<file path="src/idsp_pkg.sv">
/*
  package for the instruction/data split memory unit: register offsets,
  field positions, reset values and fetch/restart constants.
  assumes a 32-bit ahb-lite register bus with word-aligned registers.
*/
package idsp_pkg;

  // ------------------------------------------------------------
  // register map (byte addresses)
  // ------------------------------------------------------------
  localparam logic [7:0] IDSP_SPLIT_OFS = 8'h10;
  localparam logic [7:0] IDSP_BANK0_OFS = 8'h14;
  localparam logic [7:0] IDSP_STAT_OFS = 8'h18;

  // ------------------------------------------------------------
  // split control fields
  // ------------------------------------------------------------
  localparam int IDSP_ROOT_A16_BIT = 0;
  localparam int IDSP_ROOT_A19_BIT = 1;
  localparam int IDSP_DSEG_A16_BIT = 2;
  localparam int IDSP_DSEG_A19_BIT = 3;
  localparam int IDSP_FORCE_CS1_BIT = 4;
  localparam int IDSP_DATA_ONLY_BIT = 5;
  localparam logic [7:0] IDSP_SPLIT_WMASK = 8'h3f;
  localparam logic [7:0] IDSP_SPLIT_RST = 8'h00;

  // ------------------------------------------------------------
  // bank-zero control: bit 3 set inhibits the boot write strobe
  // ------------------------------------------------------------
  localparam int IDSP_BANK0_WINH_BIT = 3;
  localparam logic [7:0] IDSP_BANK0_RST = 8'h08;

  // ------------------------------------------------------------
  // address space and fetch constants
  // ------------------------------------------------------------
  localparam int IDSP_PHYS_W = 20;
  localparam int IDSP_A16 = 16;
  localparam int IDSP_A19 = 19;
  localparam logic [15:0] IDSP_SPLIT_TOP = 16'hd000;
  localparam logic [15:0] IDSP_RESET_PC = 16'h0000;
  localparam logic [7:0] IDSP_RESTART_OP = 8'hff;
  localparam logic [15:0] IDSP_RESTART_VEC = 16'h0070;
  localparam logic [15:0] IDSP_STACK_RST = 16'h0000;

endpackage : idsp_pkg

</file>
<file path="src/idsp_top.sv">
/*
  instruction/data split memory unit with ahb-lite register slave.
  assumes segment translation is done upstream and an access request
  arrives as a logical address plus physical translation each cycle.
*/
// Register access over AHB-Lite is this design's own decision.
// How it works
// split register bits 7:6 ignore writes and read zero.
// bit 5 clear: inversions apply to fetches and data alike.
// bit 5 set: inversions apply to data accesses only.
// bit 4 set holds battery ram select active continuously.
// bit 3 inverts a19 of data-segment accesses before bank select.
// bit 2 inverts a16 of data-segment accesses.
// bit 1 inverts a19 of root accesses before bank select.
// bit 0 inverts a16 of root accesses.
// split region is root plus data segment, lowest 52k.
// reset bank-zero control blocks the boot write strobe.
// after reset fetching starts at address zero of boot memory.
// opcode 0xff restarts to 0x70 pushing pc; stack defaults to 0.
// a16 inversion moves 64k, a19 inversion moves 512k.
// inversion is xor after translation, before bank decode.
module idsp_top import idsp_pkg::*; #(
  parameter int PHYS_W = IDSP_PHYS_W
) (
  // clock and reset
  input wire logic clk,
  input wire logic rst,
  // ahb-lite slave
  input wire logic hsel,
  input wire logic [31:0] haddr,
  input wire logic [1:0] htrans,
  input wire logic hwrite,
  input wire logic [2:0] hsize,
  input wire logic [31:0] hwdata,
  input wire logic hready,
  output logic [31:0] hrdata,
  output logic hreadyout,
  output logic hresp,
  // memory access request
  input wire logic acc_valid,
  input wire logic acc_fetch,
  input wire logic acc_write,
  input wire logic [15:0] acc_logical,
  input wire logic [PHYS_W-1:0] acc_phys,
  input wire logic acc_dseg,
  input wire logic [7:0] acc_opcode,
  // memory side
  output logic [PHYS_W-1:0] mem_addr_q,
  output logic mem_upper_bank_q,
  output logic boot_chip_select_n_q,
  output logic boot_output_enable_n_q,
  output logic boot_write_strobe_n_q,
  output logic battery_ram_select_n_q,
  // fetch control
  output logic [15:0] fetch_pc_q,
  output logic restart_q,
  output logic [15:0] stack_ptr_q
);

  // ------------------------------------------------------------
  // register file
  // ------------------------------------------------------------
  logic [7:0] split_q;
  logic [7:0] bank0_q;
  logic wr_pend_q;
  logic rd_pend_q;
  logic [7:0] wr_addr_q;
  logic [7:0] rd_addr_q;
  logic addr_ok;

  assign addr_ok = hsel && hready && htrans[1];

  always_ff @(posedge clk) begin
    if (rst) begin
      wr_pend_q <= 1'b0;
      rd_pend_q <= 1'b0;
      wr_addr_q <= 8'h00;
      rd_addr_q <= 8'h00;
    end else begin
      wr_pend_q <= addr_ok && hwrite;
      rd_pend_q <= addr_ok && !hwrite;
      if (addr_ok) begin
        wr_addr_q <= haddr[7:0];
        rd_addr_q <= haddr[7:0];
      end
    end
  end

  always_ff @(posedge clk) begin
    if (rst) begin
      split_q <= IDSP_SPLIT_RST;
      bank0_q <= IDSP_BANK0_RST;
    end else if (wr_pend_q) begin
      if (wr_addr_q == IDSP_SPLIT_OFS) begin
        split_q <= hwdata[7:0] & IDSP_SPLIT_WMASK;
      end
      if (wr_addr_q == IDSP_BANK0_OFS) begin
        bank0_q <= hwdata[7:0];
      end
    end
  end

  // read data registered in the address phase; zero-wait answers
  always_ff @(posedge clk) begin
    if (rst) begin
      hrdata <= 32'h0000_0000;
    end else if (addr_ok && !hwrite) begin
      case (haddr[7:0])
        IDSP_SPLIT_OFS: begin
          hrdata <= {24'h00_0000, split_q & IDSP_SPLIT_WMASK};
        end
        IDSP_BANK0_OFS: hrdata <= {24'h00_0000, bank0_q};
        IDSP_STAT_OFS: hrdata <= {15'h0000, restart_q, fetch_pc_q};
        default: hrdata <= 32'h0000_0000;
      endcase
    end
  end

  always_ff @(posedge clk) begin
    if (rst) begin
      hreadyout <= 1'b1;
      hresp <= 1'b0;
    end else begin
      hreadyout <= 1'b1;
      hresp <= 1'b0;
    end
  end

  // ------------------------------------------------------------
  // address modification
  // ------------------------------------------------------------
  logic in_split;
  logic in_root;
  logic [PHYS_W-1:0] mod_addr;

  // root and data segment together cover logical 0000..cfff
  assign in_split = acc_logical < IDSP_SPLIT_TOP;
  assign in_root = in_split && !acc_dseg;

  idsp_xlate u_xlate (
    .phys_in(acc_phys),
    .in_root(in_root),
    .in_dseg(in_split && acc_dseg),
    .is_fetch(acc_fetch),
    .split_ctl(split_q),
    .phys_out(mod_addr)
  );

  // ------------------------------------------------------------
  // memory strobes
  // ------------------------------------------------------------
  logic upper;
  assign upper = mod_addr[IDSP_A19]; // bank choice after inversion

  always_ff @(posedge clk) begin
    if (rst) begin
      mem_addr_q <= '0;
      mem_upper_bank_q <= 1'b0;
      boot_chip_select_n_q <= 1'b1;
      boot_output_enable_n_q <= 1'b1;
      boot_write_strobe_n_q <= 1'b1;
    end else begin
      mem_addr_q <= mod_addr;
      mem_upper_bank_q <= upper;
      boot_chip_select_n_q <= !(acc_valid && !upper);
      boot_output_enable_n_q <= !(acc_valid && !upper && !acc_write);
      // writes to boot memory blocked while inhibit bit is set
      boot_write_strobe_n_q <= !(acc_valid && !upper && acc_write
        && !bank0_q[IDSP_BANK0_WINH_BIT]);
    end
  end

  always_ff @(posedge clk) begin
    if (rst) begin
      battery_ram_select_n_q <= 1'b1;
    end else begin
      // forcing saves decode delay on slow battery-backed ram
      battery_ram_select_n_q <= !(split_q[IDSP_FORCE_CS1_BIT]
        || (acc_valid && upper));
    end
  end

  // ------------------------------------------------------------
  // fetch sequencing
  // ------------------------------------------------------------
  always_ff @(posedge clk) begin
    if (rst) begin
      fetch_pc_q <= IDSP_RESET_PC;
      restart_q <= 1'b0;
      stack_ptr_q <= IDSP_STACK_RST;
    end else begin
      restart_q <= 1'b0;
      if (acc_valid && acc_fetch) begin
        if (acc_opcode == IDSP_RESTART_OP) begin
          // push of the return pc wraps the stack downward
          fetch_pc_q <= IDSP_RESTART_VEC;
          stack_ptr_q <= stack_ptr_q - 16'h0002;
          restart_q <= 1'b1;
        end else begin
          fetch_pc_q <= fetch_pc_q + 16'h0001;
        end
      end
    end
  end

endmodule : idsp_top

</file>
<file path="src/idsp_xlate.sv">
/*
  combinational address modifier: applies a16/a19 inversions to a
  translated physical address before bank selection.
  assumes the caller supplies segment decode and access kind.
*/
module idsp_xlate import idsp_pkg::*; (
  // access
  input wire logic [IDSP_PHYS_W-1:0] phys_in,
  input wire logic in_root,
  input wire logic in_dseg,
  input wire logic is_fetch,
  // control
  input wire logic [7:0] split_ctl,
  // result
  output logic [IDSP_PHYS_W-1:0] phys_out
);

  logic apply;
  logic inv16;
  logic inv19;

  always_comb begin
    // data-only mode leaves instruction fetches untouched
    apply = !(split_ctl[IDSP_DATA_ONLY_BIT] && is_fetch);
    inv16 = apply && ((in_root && split_ctl[IDSP_ROOT_A16_BIT])
      || (in_dseg && split_ctl[IDSP_DSEG_A16_BIT]));
    inv19 = apply && ((in_root && split_ctl[IDSP_ROOT_A19_BIT])
      || (in_dseg && split_ctl[IDSP_DSEG_A19_BIT]));
    phys_out = phys_in;
    // xor moves the access by 64k or 512k
    phys_out[IDSP_A16] = phys_in[IDSP_A16] ^ inv16;
    phys_out[IDSP_A19] = phys_in[IDSP_A19] ^ inv19;
  end

endmodule : idsp_xlate

</file>
<file path="config.mk">
export PLATFORM = sky130hd
export DESIGN_NAME = idsp_top
export DESIGN_NICKNAME = d
export VERILOG_FILES = /design/src/idsp_pkg.sv /design/src/idsp_top.sv /design/src/idsp_xlate.sv
export SDC_FILE = /design/constraint.sdc
export NUM_CORES = 1
export LEC_CHECK = 0
export BUFFER_PORTS_ARGS = -buffer_cell sky130_fd_sc_hd__clkbuf_2
export CAP_MARGIN = 20
export CORE_MARGIN = 8
export CORE_UTILIZATION = 49
export DETAILED_ROUTE_END_ITERATION = 7
export PLACE_DENSITY_LB_ADDON = 0.12
export REMOVE_ABC_BUFFERS = 1
export SYNTH_ARGS = -nofsm -noshare
export SYNTH_HDL_FRONTEND = slang
export SYNTH_HIERARCHICAL = 1
export SYNTH_SLANG_ARGS = --single-unit
</file>
<file path="constraint.sdc">
create_clock -name clk -period 6.1 [get_ports clk]
set_clock_uncertainty 0.05 [all_clocks]
set_input_delay 0.305 -clock clk [delete_from_list [all_inputs] [get_ports clk]]
set_output_delay 0.305 -clock clk [all_outputs]
set_load 0.05 [all_outputs]
</file>
==> impl_results.md, run 1 <==
- Status: complete, no violations
- Critical Path Max Stage Delay: approximately 0.5 ns
- Drt initial violations: roughly 110
- Die area: 11540 sq um
- Final nets: about 670
- Vias in the first global route: approximately 3300
- Buffers on Ports: around 130
- Design area: 4790 sq um
- Max Cap Viol: 0
- Ranking of synthesized cells by area: dfxtp_1 (47%), buf_4 (7.3%), mux2i_1 (4.6%)
- Setup tns final: 0 ns
- Min-delay src: acc_write
- Clk network pwr share: 0.363
- IO Pins: 214
- Largest net degree at the start of global routing: 79
- Worst Reg2Reg Path Length in Cells: 6
- Routability cong.: 0.7648
- First-pass iteration count of the detailed router: 4
- Critical path's slowest cell: nor4_1
- Layout filler cell count: 746
- Area occupied by multi-input gates: around 1800 sq um
- Slew Limit Fails: 0
- CTS root buffer: clkbuf_8
- Die height: 107.4 um
- Post-synthesis cell type with the largest combined area: dfxtp_1
- Max_slew headroom: 0.3411
- Reg power frac: 0.535
- Combinational power share: 0.102
- TritonCTS Sinks: 96
- Synthesized area: approximately 4000 sq um
- Fin crit share: 0.3672
- GR Overflow Total: 0
- Placed cell area: 4574 sq um
- Worst EP arrival: 2.47 ns
- Min-delay worst type: in -> reg
- H-tree depth: 3
- Maximum vdd drop: 0.0001173 V
- Hold EP: boot_write_strobe_n_q
- Initial antenna violation count: 0
- Critical Path RT: 6.33 ns
- Power per cell area: about 250 nW/um^2
- Initial Utilization: 0.5008
- Clk pin slew, worst setup/hold paths: around 0.090 ns
- Async SR Flop Fraction: 0
- Post-DP HPWL: between 7000 and 8000 um
- Die Width: 107.4 um
- Seq/Total Area, Yosys: 0.4694
- Postcts setup bufs: 0
- CTS tree: built
- N_diodes: 0
- Min-Delay Path Depth: 2
- Detail Route Antenna Nets: 0
- RSZ-0062 raised after global routing: false
- Layout cells sized above 1: 0.2873
- FF-to-FF setup slack: about 3.9 ns
- Leak: roughly 2.1 nW
- Gate Count Post-Synth: 445
- Site Rows: 33
- Post-Place Cells: 639
- Worst Setup End Kind: flip-flop
- Hold Vio Cnt, Final: 0
- Drt total wl: 9737 um
- Yosys reg bits: 96
- CP Max Fanout: 5
- Number of buffers created by CTS: 9
- Distinct cells, synth: 48
- Seq. cell area: 1922 sq um
- Worst slew pin tran: 0.9858 ns
- FMAX: 446.5 MHz
- Post-CTS Resized: 0
- First-pass GRT wire length: around 16000 um
- Vias: 3386
- Drt drc: 0
- RR Startpoint: stack_ptr_q[1]
- Core area: 8175 sq um
- Int Power: 0.0008818 W
- Ys flop type: dfxtp_1
- Routed vias/inst: just over 5
- Final setup fails: 0
- Net Sw Frac: 0.2645
- Clock insertion delay at the later pin of the skew report: 0.35 ns
- CP Launch Type: flip-flop
- Ys Warns: 6
- Worst-path cell chain: inv_1, ha_1, or3b_1, nor4_1, or4b_1, a21oi_1
- Post-synth top area share: 0.4694
- Area Growth Syn to Fin: 16.99%
- GRT Total Usage: 0.1663
- WS Path Type: reg -> reg
- Post-synth EDFFs: 0
- Drt wl/cell: 14.87 um
- Avg Cell Area, Syn: a little over 9 sq um
- Sw Pwr: 0.0003170 W
- Non-filler cells in the finished layout: 655
- Clock Tree Buf Depth: 2
- FF-to-FF End: stack_ptr_q[7]
- Tmin final: 2.240 ns
- Hold Buf Count CTS: 0
synthesized netlist by cell type, drive strengths merged, types with 10 or more instances:
library cell  instances
buf                  42
xnor2                14
or4                  10
mux2i                19
nor4                 12
nor2                 45
nor2b                23
a21oi                27
a22oi                13
clkbuf               17
nand2                31
dfxtp                96
flip-flops by register name, indices dropped and copies added, names as in the netlist:
name	count
battery_ram_select_n_q	1
mem_addr_q	20
stack_ptr_q	15
bank0_q	8
hrdata	17
boot_write_strobe_n_q	1
wr_pend_q	1
fetch_pc_q	16
wr_addr_q	8
boot_output_enable_n_q	1
boot_chip_select_n_q	1
split_q	6
restart_q	1
metal layers:
metal	vias to the layer above	global-route usage	share of wire
met5	-	0	0
met4	0	0.05649	0.010
met3	8	0.06527	0.081
met2	102	0.2657	0.47
met1	1581	0.1994	0.44
li1	1695	-	-
through the flow:
step	power [W]	hold WS (ns)	util	setup slack, ns
final	0.001199	0.08144	0.5859	3.860
after global routing	0.001249	0.07248	0.5859	3.670
after CTS	0.001216	0.06095	0.5859	3.859
after detailed placement	0.0007780	0.4056	0.5595	3.552
after global placement	0.0007759	0.3936	0.5595	3.656
after floorplan	0.0007320	0.3241	-	3.847
cells by family (layout without fill, tap and decap cells):
family,Yosys count,count (layout),synth area share
other,2,18,0.001834
DFF,96,96,0.4694
buffers and inverters,66,155,0.09780
and+or+nand+nor,171,171,0.2271
xor gates and xnor gates,20,20,0.04279
muxes,19,19,0.04645
AOI/OAI and AO/OA,69,69,0.1085
adders and majority gates,2,2,0.006111
area by class of cell:
| class | count | area share |
|---|---|---|
| clock buffers | 11 | 0.03161 |
| clock inverters | 5 | 0.01332 |
| inverters | 7 | 0.005486 |
| multi-input cells | 299 | 0.3824 |
| flip-flops and latches | 96 | 0.4013 |
| well taps | 105 | 0.02743 |
| repair buffers | 132 | 0.1385 |
power groups by stage:
stage / clock network (W) / logic [W] / registers (W)
finish: 0.000436 / 0.000122 / 0.000641
global route: 0.000476 / 0.000130 / 0.000643
CTS: 0.000452 / 0.000122 / 0.000641
detailed placement: 0 / 0.000122 / 0.000656
global placement: 0 / 0.000120 / 0.000656
floorplan: 0 / 0.0000445 / 0.000688
critical path, delay by kind of cell, from the launching register on:
kind / cells / cell delay (ns)
DFF: 1 / 0.36
buffers and inverters: 1 / 0.07
AOI/OAI and AO/OA: 1 / 0.14
and+or+nand+nor: 3 / 1.40
adders and majority gates: 1 / 0.16
how the worst max path moves through the flow:
stage / from / depth (start not counted) / slack [ns] / to
6_report: stack_ptr_q[1] / 6 / 3.86 / stack_ptr_q[7]
5_1_grt: hwrite / 5 / 3.67 / hrdata[11]
4_1_cts: stack_ptr_q[1] / 6 / 3.86 / stack_ptr_q[7]
3_5_place_dp: hwrite / 5 / 3.55 / hrdata[16]
3_3_place_gp: hwrite / 5 / 3.66 / hrdata[10]
2_1_floorplan: fetch_pc_q[3] / 4 / 3.85 / fetch_pc_q[15]
cells in the final DEF, fill, tap and decap left out, types with 6 or more instances in the layout:
| cell type | instances |
|---|---|
| a22oi_1 | 13 |
| inv_1 | 7 |
| mux2i_1 | 19 |
| nand2_1 | 31 |
| nor3_1 | 6 |
| a22o_1 | 8 |
| xnor2_1 | 14 |
| nor2_1 | 45 |
| clkbuf_2 | 131 |
| o31ai_1 | 8 |
| o21ai_0 | 7 |
| dfxtp_1 | 96 |
| nand3_1 | 8 |
| conb_1 | 18 |
| nor2b_1 | 23 |
| xor2_1 | 6 |
| clkbuf_8 | 11 |
| a21oi_1 | 27 |
| nor4_1 | 12 |
| nand4_1 | 7 |
| or4_1 | 10 |
(Power assumes the default switching activity.)
==> run 2: changes to the inputs <==
ABC_AREA = 1   (was default)
CORE_UTILIZATION = 42   (was 49)
clock period = 1.9 ns   (was 6.1 ns; I/O delays follow)
==> impl_results.md, run 2 <==
- Clock insertion delay at the later pin of the skew report: 0.36 ns (was 0.35 ns)
- Postcts setup bufs: 0 (unchanged)
- Tmin final: 1.492 ns (was 2.240 ns)
- Clk pin slew, worst setup/hold paths: 0.10 ns (was 0.09 ns)
- Ys Warns: 6 (unchanged)
- Avg Cell Area, Syn: 7.197 sq um (was 9.200 sq um)
- Ys flop type: dfxtp_1 (unchanged)
- Area Growth Syn to Fin: 25.65% (was 16.99%)
- WS Path Type: reg -> reg (unchanged)
- Largest Register: mem_addr_q (unchanged)
- Ranking of synthesized cells by area: dfxtp_1 (43%), nand2_1 (11%), nor2_1 (7.0%) (was dfxtp_1 (47%), buf_4 (7.3%), mux2i_1 (4.6%))
- Drt initial violations: 179 (was 111)
- Crit. Startpoint: fetch_pc_q[0] (was stack_ptr_q[1])
- Routability cong.: 0.8386 (was 0.7648)
- Worst Reg2Reg Path Length in Cells: 8 (was 6)
- Async SR Flop Fraction: 0 (unchanged)
- CP Launch Type: flip-flop (unchanged)
- Drt total wl: 11520 um (was 9737 um)
- IO Pins: 214 (unchanged)
- Detail Route Antenna Nets: 0 (unchanged)
- Max_slew headroom: 0.6492 (was 0.3411)
- First-pass iteration count of the detailed router: 4 (unchanged)
- Crit path to: fetch_pc_q[14] (was stack_ptr_q[7])
- Status: complete, no violations (unchanged)
- H-tree depth: 3 (unchanged)
- Top flop regs: mem_addr_q: 20 flops, hrdata: 17 flops, fetch_pc_q: 16 flops (unchanged)
- Most frequent cell after synthesis: nand2_1 (was dfxtp_1)
- First-pass GRT wire length: 19180 um (was 15720 um)
- Critical Path RT: 2.12 ns (was 6.33 ns)
- Leak: 2.756 nW (was 2.103 nW)
- Fin util: 0.5414 (was 0.5859)
- N_diodes: 0 (unchanged)
- Synthesized area: 4448 sq um (was 4094 sq um)
- Power per cell area: 695.8 nW/um^2 (was 250.3 nW/um^2)
- Initial antenna violation count: 0 (unchanged)
- WHS: 0.01361 ns (was 0.08144 ns)
- FF-to-FF End: fetch_pc_q[14] (was stack_ptr_q[7])
- Gate Count Post-Synth: 618 (was 445)
- FF-to-FF setup slack: 0.41 ns (was 3.86 ns)
- Vias: 4185 (was 3386)
- Routed vias/inst: 4.614 (was 5.169)
- Synth top cells by count: nand2_1 (131), dfxtp_1 (96), nor2_1 (83), inv_1 (76), nand3_1 (54) (was dfxtp_1 (96), nor2_1 (45), buf_4 (40), nand2_1 (31), a21oi_1 (27))
- Seq/Total Area, Yosys: 0.4321 (was 0.4694)
- Fin crit share: 0.7853 (was 0.3672)
- FMAX: 670.2 MHz (was 446.5 MHz)
- Post-synthesis cell type with the largest combined area: dfxtp_1 (unchanged)
- Max Cap Viol: 0 (unchanged)
- Die area: 14140 sq um (was 11540 sq um)
- Yosys reg bits: 96 (unchanged)
- TritonCTS Sinks: 96 (unchanged)
- Drt drc: 0 (unchanged)
- Worst EP arrival: 1.72 ns (was 2.47 ns)
- Max FFs per register: 20 (unchanged)
- Buffers on Ports: 131 (unchanged)
- Min-delay worst type: in -> reg (unchanged)
- CTS root buffer: clkbuf_8 (unchanged)
- Vias in the first global route: 4039 (was 3322)
- RSZ-0062 raised after global routing: false (unchanged)
- Post-synth top area share: 0.4321 (was 0.4694)
- Final setup fails: 0 (unchanged)
- Commonest non-fill, non-tap cells in the layout: nand2_1 (131), clkbuf_2 (131), dfxtp_1 (96) (was clkbuf_2 (131), dfxtp_1 (96), nor2_1 (45))
- Maximum vdd drop: 0.0004610 V (was 0.0001173 V)
- Layout cells sized above 1: 0.2361 (was 0.2873)
- Number of buffers created by CTS: 9 (unchanged)
- RR Startpoint: fetch_pc_q[0] (was stack_ptr_q[1])
- Final nets: 890 (was 669)
- CP Max Fanout: 3 (was 5)
- Die Width: 118.9 um (was 107.4 um)
- Site Rows: 37 (was 33)
- Largest net degree at the start of global routing: 49 (was 79)
- Slew Limit Fails: 0 (unchanged)
- Clock Tree Buf Depth: 2 (unchanged)
- Setup tns final: 0 ns (unchanged)
- CTS tree: built (unchanged)
- Hold Vio Cnt, Final: 0 (unchanged)
- Distinct cells, synth: 40 (was 48)
- Post-synth EDFFs: 0 (unchanged)
- Worst slew pin tran: 0.5262 ns (was 0.9858 ns)
- Design area: 5589 sq um (was 4790 sq um)
- Worst Setup End Kind: flip-flop (unchanged)
- Initial Utilization: 0.4309 (was 0.5008)
- Placed cell area: 5041 sq um (was 4574 sq um)
- Core area: 10320 sq um (was 8175 sq um)
- Layout filler cell count: 1014 (was 746)
- Die height: 118.9 um (was 107.4 um)
- Drt wl/cell: 12.70 um (was 14.87 um)
- GR Overflow Total: 0 (unchanged)
- Post-DP HPWL: 8530 um (was 7110 um)
- GRT Total Usage: 0.1626 (was 0.1663)
-- run 2: cell types whose count changed in the layout (fill, tap and decap cells not counted), sizes merged, moves of 12 or more --
cell / delta
nand2: +107
inv: +74
nand3: +49
nor2: +49
dlygate4sd3: +36
nor2b: -23
mux2i: -19
a21oi: +14
o21ai: +13
a22oi: -12
xnor2: -12
-- run 2: layout make-up --
cell class	count	area, sq um	area share
Clock inverter	7	63.81	0.01142
Tap cell	136	170.2	0.03045
Timing Repair Buffer	173	1074	0.1921
Multi-Input combinational cell	405	1927	0.3448
Inverter	81	309.0	0.05529
Sequential cell	96	1922	0.3439
Clock buffer	9	123.9	0.02216
-- run 2: layer usage --
| layer | vias to the layer above | track usage | part of all wire |
|---|---|---|---|
| li1 | 2191 | - | - |
| met2 | 122 | 0.2759 | 0.48 |
| met1 | 1859 | 0.1913 | 0.43 |
| met5 | - | 0 | 0 |
| met4 | 0 | 0.05534 | 0.012 |
| met3 | 13 | 0.04960 | 0.080 |
-- run 2: what timing repair did --
action,in CTS,in global routing
endpoints found under the hold margin,44,0
hold buffers,36,0
resized for setup,0,0
-- run 2: logic make-up after synthesis --
kind of cell               Yosys count  share of synthesized area
adders and majority gates            2                   0.005625
and+or+nand+nor                    311                     0.3201
buffers and inverters              133                     0.1482
AOI/OAI and AO/OA                   71                    0.08636
DFF                                 96                     0.4321
xor gates and xnor gates             3                   0.005908
other                                2                   0.001688
-- run 2: worst max-delay path, cell delays in order, from the launching register on --
cell,delay (ns)
dfxtp_1,0.35
ha_1,0.19
nand3_1,0.12
nor3_1,0.36
nand3_1,0.12
nand2_1,0.10
nand2_1,0.05
nand2_1,0.05
inv_1,0.03
-- run 2: power by group --
part           internal (W)  total, W  leakage (nW)  switching (W)
clock network      0.000503   0.00127        0.0899       0.000770
logic              0.000170  0.000551          1.89       0.000381
registers           0.00205   0.00206         0.781      0.0000138
total               0.00272   0.00389          2.76        0.00116
-- run 2: worst min-delay path by stage --
stage	cells after the start	endpoint	slack [ns]	start
finish	5	mem_addr_q[19]	0.01	acc_phys[19]
global route	3	boot_chip_select_n_q	0.03	rst
CTS	5	mem_addr_q[19]	0.006	acc_phys[19]
detailed placement	3	mem_addr_q[11]	0.24	acc_phys[11]
global placement	3	mem_addr_q[17]	0.24	acc_phys[17]
floorplan	1	hrdata[0]	0.11	rst
-- run 2: through the flow --
| step | setup WS [ns] | power, W | instances |
|---|---|---|---|
| 5_1_grt | 0.3117 | 0.004084 | 907 |
| 3_5_place_dp | 0.3020 | 0.002601 | 855 |
| 2_1_floorplan | 0.1118 | 0.002434 | 582 |
| 6_report | 0.4079 | 0.003889 | 907 |
| 4_1_cts | 0.4081 | 0.003932 | 907 |
| 3_3_place_gp | 0.3206 | 0.002594 | 855 |
==> run 3: changes to the inputs <==
clock period = 1.3 ns   (was 1.9 ns; I/O delays follow)
==> impl_results.md, run 3 (same netlist as run 2, synthesis figures left out) <==
- Status: complete, but fails checks (was complete, no violations)
- Failing checks: negative setup slack
- Setup tns final: -0.01157 ns (was 0 ns)
- Final setup fails: 1 (was 0)
- CTS root buffer: clkbuf_8 (unchanged)
- Worst Setup End Kind: flip-flop (unchanged)
- Maximum vdd drop: 0.0005944 V (was 0.0004610 V)
- Critical Path Max Stage Delay: 0.38 ns (was 0.36 ns)
- Die height: 118.9 um (unchanged)
- Buffers on Ports: 131 (unchanged)
- Critical Path RT: 1.51 ns (was 2.12 ns)
- Max_slew headroom: 0.6496 (was 0.6492)
- Power per cell area: 951.8 nW/um^2 (was 695.8 nW/um^2)
- Fin crit share: 1.009 (was 0.7853)
- Area Growth Syn to Fin: 40.03% (was 25.65%)
- Pre-CTS WS: -0.2456 ns (was 0.3020 ns)
- FMAX: 762.4 MHz (was 670.2 MHz)
- Hold Vio Cnt, Final: 0 (unchanged)
- Largest net degree at the start of global routing: 49 (unchanged)
- Max FFs per register: 20 (unchanged)
- Largest Register: mem_addr_q (unchanged)
- WS Path Type: reg -> reg (unchanged)
- Leak: 3.098 nW (was 2.756 nW)
- Drt initial violations: 196 (was 179)
- Setup ws final: -0.01157 ns (was 0.4079 ns)
- Tmin final: 1.312 ns (was 1.492 ns)
- Min-delay worst type: in -> reg (unchanged)
- CTS tree: built (unchanged)
- Worst slew pin tran: 0.5256 ns (was 0.5262 ns)
- Clock Tree Buf Depth: 2 (unchanged)
- Number of buffers created by CTS: 9 (unchanged)
- Clock insertion delay at the later pin of the skew report: 0.36 ns (about the same)
- Site Rows: 37 (unchanged)
- Initial Utilization: 0.4309 (unchanged)
- Clk pin slew, worst setup/hold paths: 0.09 ns (was 0.10 ns)
- Non-filler cells in the finished layout: 950 (was 907)
- Layout cells sized above 1: 0.3354 (was 0.2361)
- Top flop regs: mem_addr_q: 20 flops, hrdata: 17 flops, fetch_pc_q: 16 flops (unchanged)
- Initial antenna violation count: 0 (unchanged)
- Post-DP HPWL: 8890 um (was 8530 um)
- Core area: 10320 sq um (unchanged)
- Commonest non-fill, non-tap cells in the layout: nand2_1 (121), clkbuf_2 (121), dfxtp_1 (84) (was nand2_1 (131), clkbuf_2 (131), dfxtp_1 (96))
- Max Cap Viol: 0 (unchanged)
- First-pass iteration count of the detailed router: 4 (unchanged)
- Die Width: 118.9 um (unchanged)
- Drt total wl: 12150 um (was 11520 um)
- Drt wl/cell: 12.79 um (was 12.70 um)
- Worst EP arrival: 1.52 ns (was 1.72 ns)
- FF-to-FF setup slack: -0.01 ns (was 0.41 ns)
- Die area: 14140 sq um (unchanged)
- First-pass GRT wire length: 20060 um (was 19180 um)
- Routed vias/inst: 4.609 (was 4.614)
- CP Launch Type: flip-flop (unchanged)
- CP Max Fanout: 4 (was 3)
- Routability cong.: 0.8514 (was 0.8386)
- GR Overflow Total: 0 (unchanged)
- Vias: 4379 (was 4185)
- IO Pins: 214 (unchanged)
- Detail Route Antenna Nets: 0 (unchanged)
- Vias in the first global route: 4188 (was 4039)
- Drt drc: 0 (unchanged)
- TritonCTS Sinks: 96 (unchanged)
- Final nets: 933 (was 890)
- Post-Place Cells: 889 (was 855)
- Critical path's slowest cell: dfxtp_4 (was nor3_1)
- N_diodes: 0 (unchanged)
- GRT Total Usage: 0.1698 (was 0.1626)
- H-tree depth: 3 (unchanged)
- RSZ-0062 raised after global routing: true (was false)
- Layout filler cell count: 930 (was 1014)
- Seq. cell area: 1944 sq um (was 1922 sq um)
- Area occupied by multi-input gates: 2153 sq um (was 1927 sq um)
- Slew Limit Fails: 0 (unchanged)
- Worst-path cell chain: ha_4, nand3_4, nor3_4, inv_1, o21ai_1, nor2_1 (was ha_1, nand3_1, nor3_1, nand3_1, nand2_1, nand2_1, nand2_1, inv_1)
- Total power: 0.005928 W (was 0.003889 W)
- Fin util: 0.6033 (was 0.5414)
-- run 3: cell count changes in the layout (fill, tap and decap cells not counted), moves of 9 or more --
cell	delta
buf_4	+34
clkbuf_2	-10
dfxtp_1	-12
dfxtp_2	+9
nand2_1	-10
nor2_1	-14
nor2_4	+9
-- run 3: path summary, 6_finish.rpt --
kind | start | end | depth (start not counted)
setup / recovery | fetch_pc_q[1] | fetch_pc_q[10] | 6
hold / removal | hready | hrdata[1] | 5
setup reg to reg | fetch_pc_q[1] | fetch_pc_q[10] | 6
hold reg to reg | wr_addr_q[5] | wr_addr_q[5] | 2
-- run 3: final cells by class --
| type | instances | share of cell area |
|---|---|---|
| Timing Repair Buffer | 216 | 0.2324 |
| Multi-Input combinational cell | 405 | 0.3457 |
| Clock buffer | 9 | 0.01989 |
| Sequential cell | 96 | 0.3122 |
| Inverter | 81 | 0.04962 |
| Tap cell | 136 | 0.02732 |
| Clock inverter | 7 | 0.01286 |
-- run 3: repair_timing --
action | in CTS | in global routing
cloned | 0 | 0
resized for setup | 24 | 76
hold buffers | 40 | 0
endpoints found under the setup margin | 17 | 43
pin swaps | 5 | 31
setup buffers | 1 | 4
endpoints found under the hold margin | 47 | 0
-- run 3: metrics by stage --
stage | cell area [sq um] | hold slack [ns]
final | 6228 | 0.05020
after global routing | 6228 | 0.06924
after CTS | 5992 | 0.03799
after detailed placement | 5309 | 0.2096
after global placement | 5309 | 0.2079
after floorplan | 4158 | 0.08407
-- run 3: power by group --
group	internal, W	total, W	switching [W]
combinational	0.000306	0.000893	0.000587
sequential	0.00300	0.00302	0.0000232
clock	0.000910	0.00202	0.00111
-- run 3: layer usage --
layer	GRT usage	vias up	wire length [um]
met2	0.2925	122	5844
met4	0.04822	0	178
met1	0.1977	1965	5225
li1	-	2279	-
met5	0	-	0
met3	0.05527	13	905
-- run 3: worst max-delay path: cells and delay by family (launching register included) --
kind	cells	cell delay [ns]
fa+ha+maj	1	0.15
simple gates	3	0.41
compound gates	1	0.13
flops	1	0.38
buf+inv	1	0.09
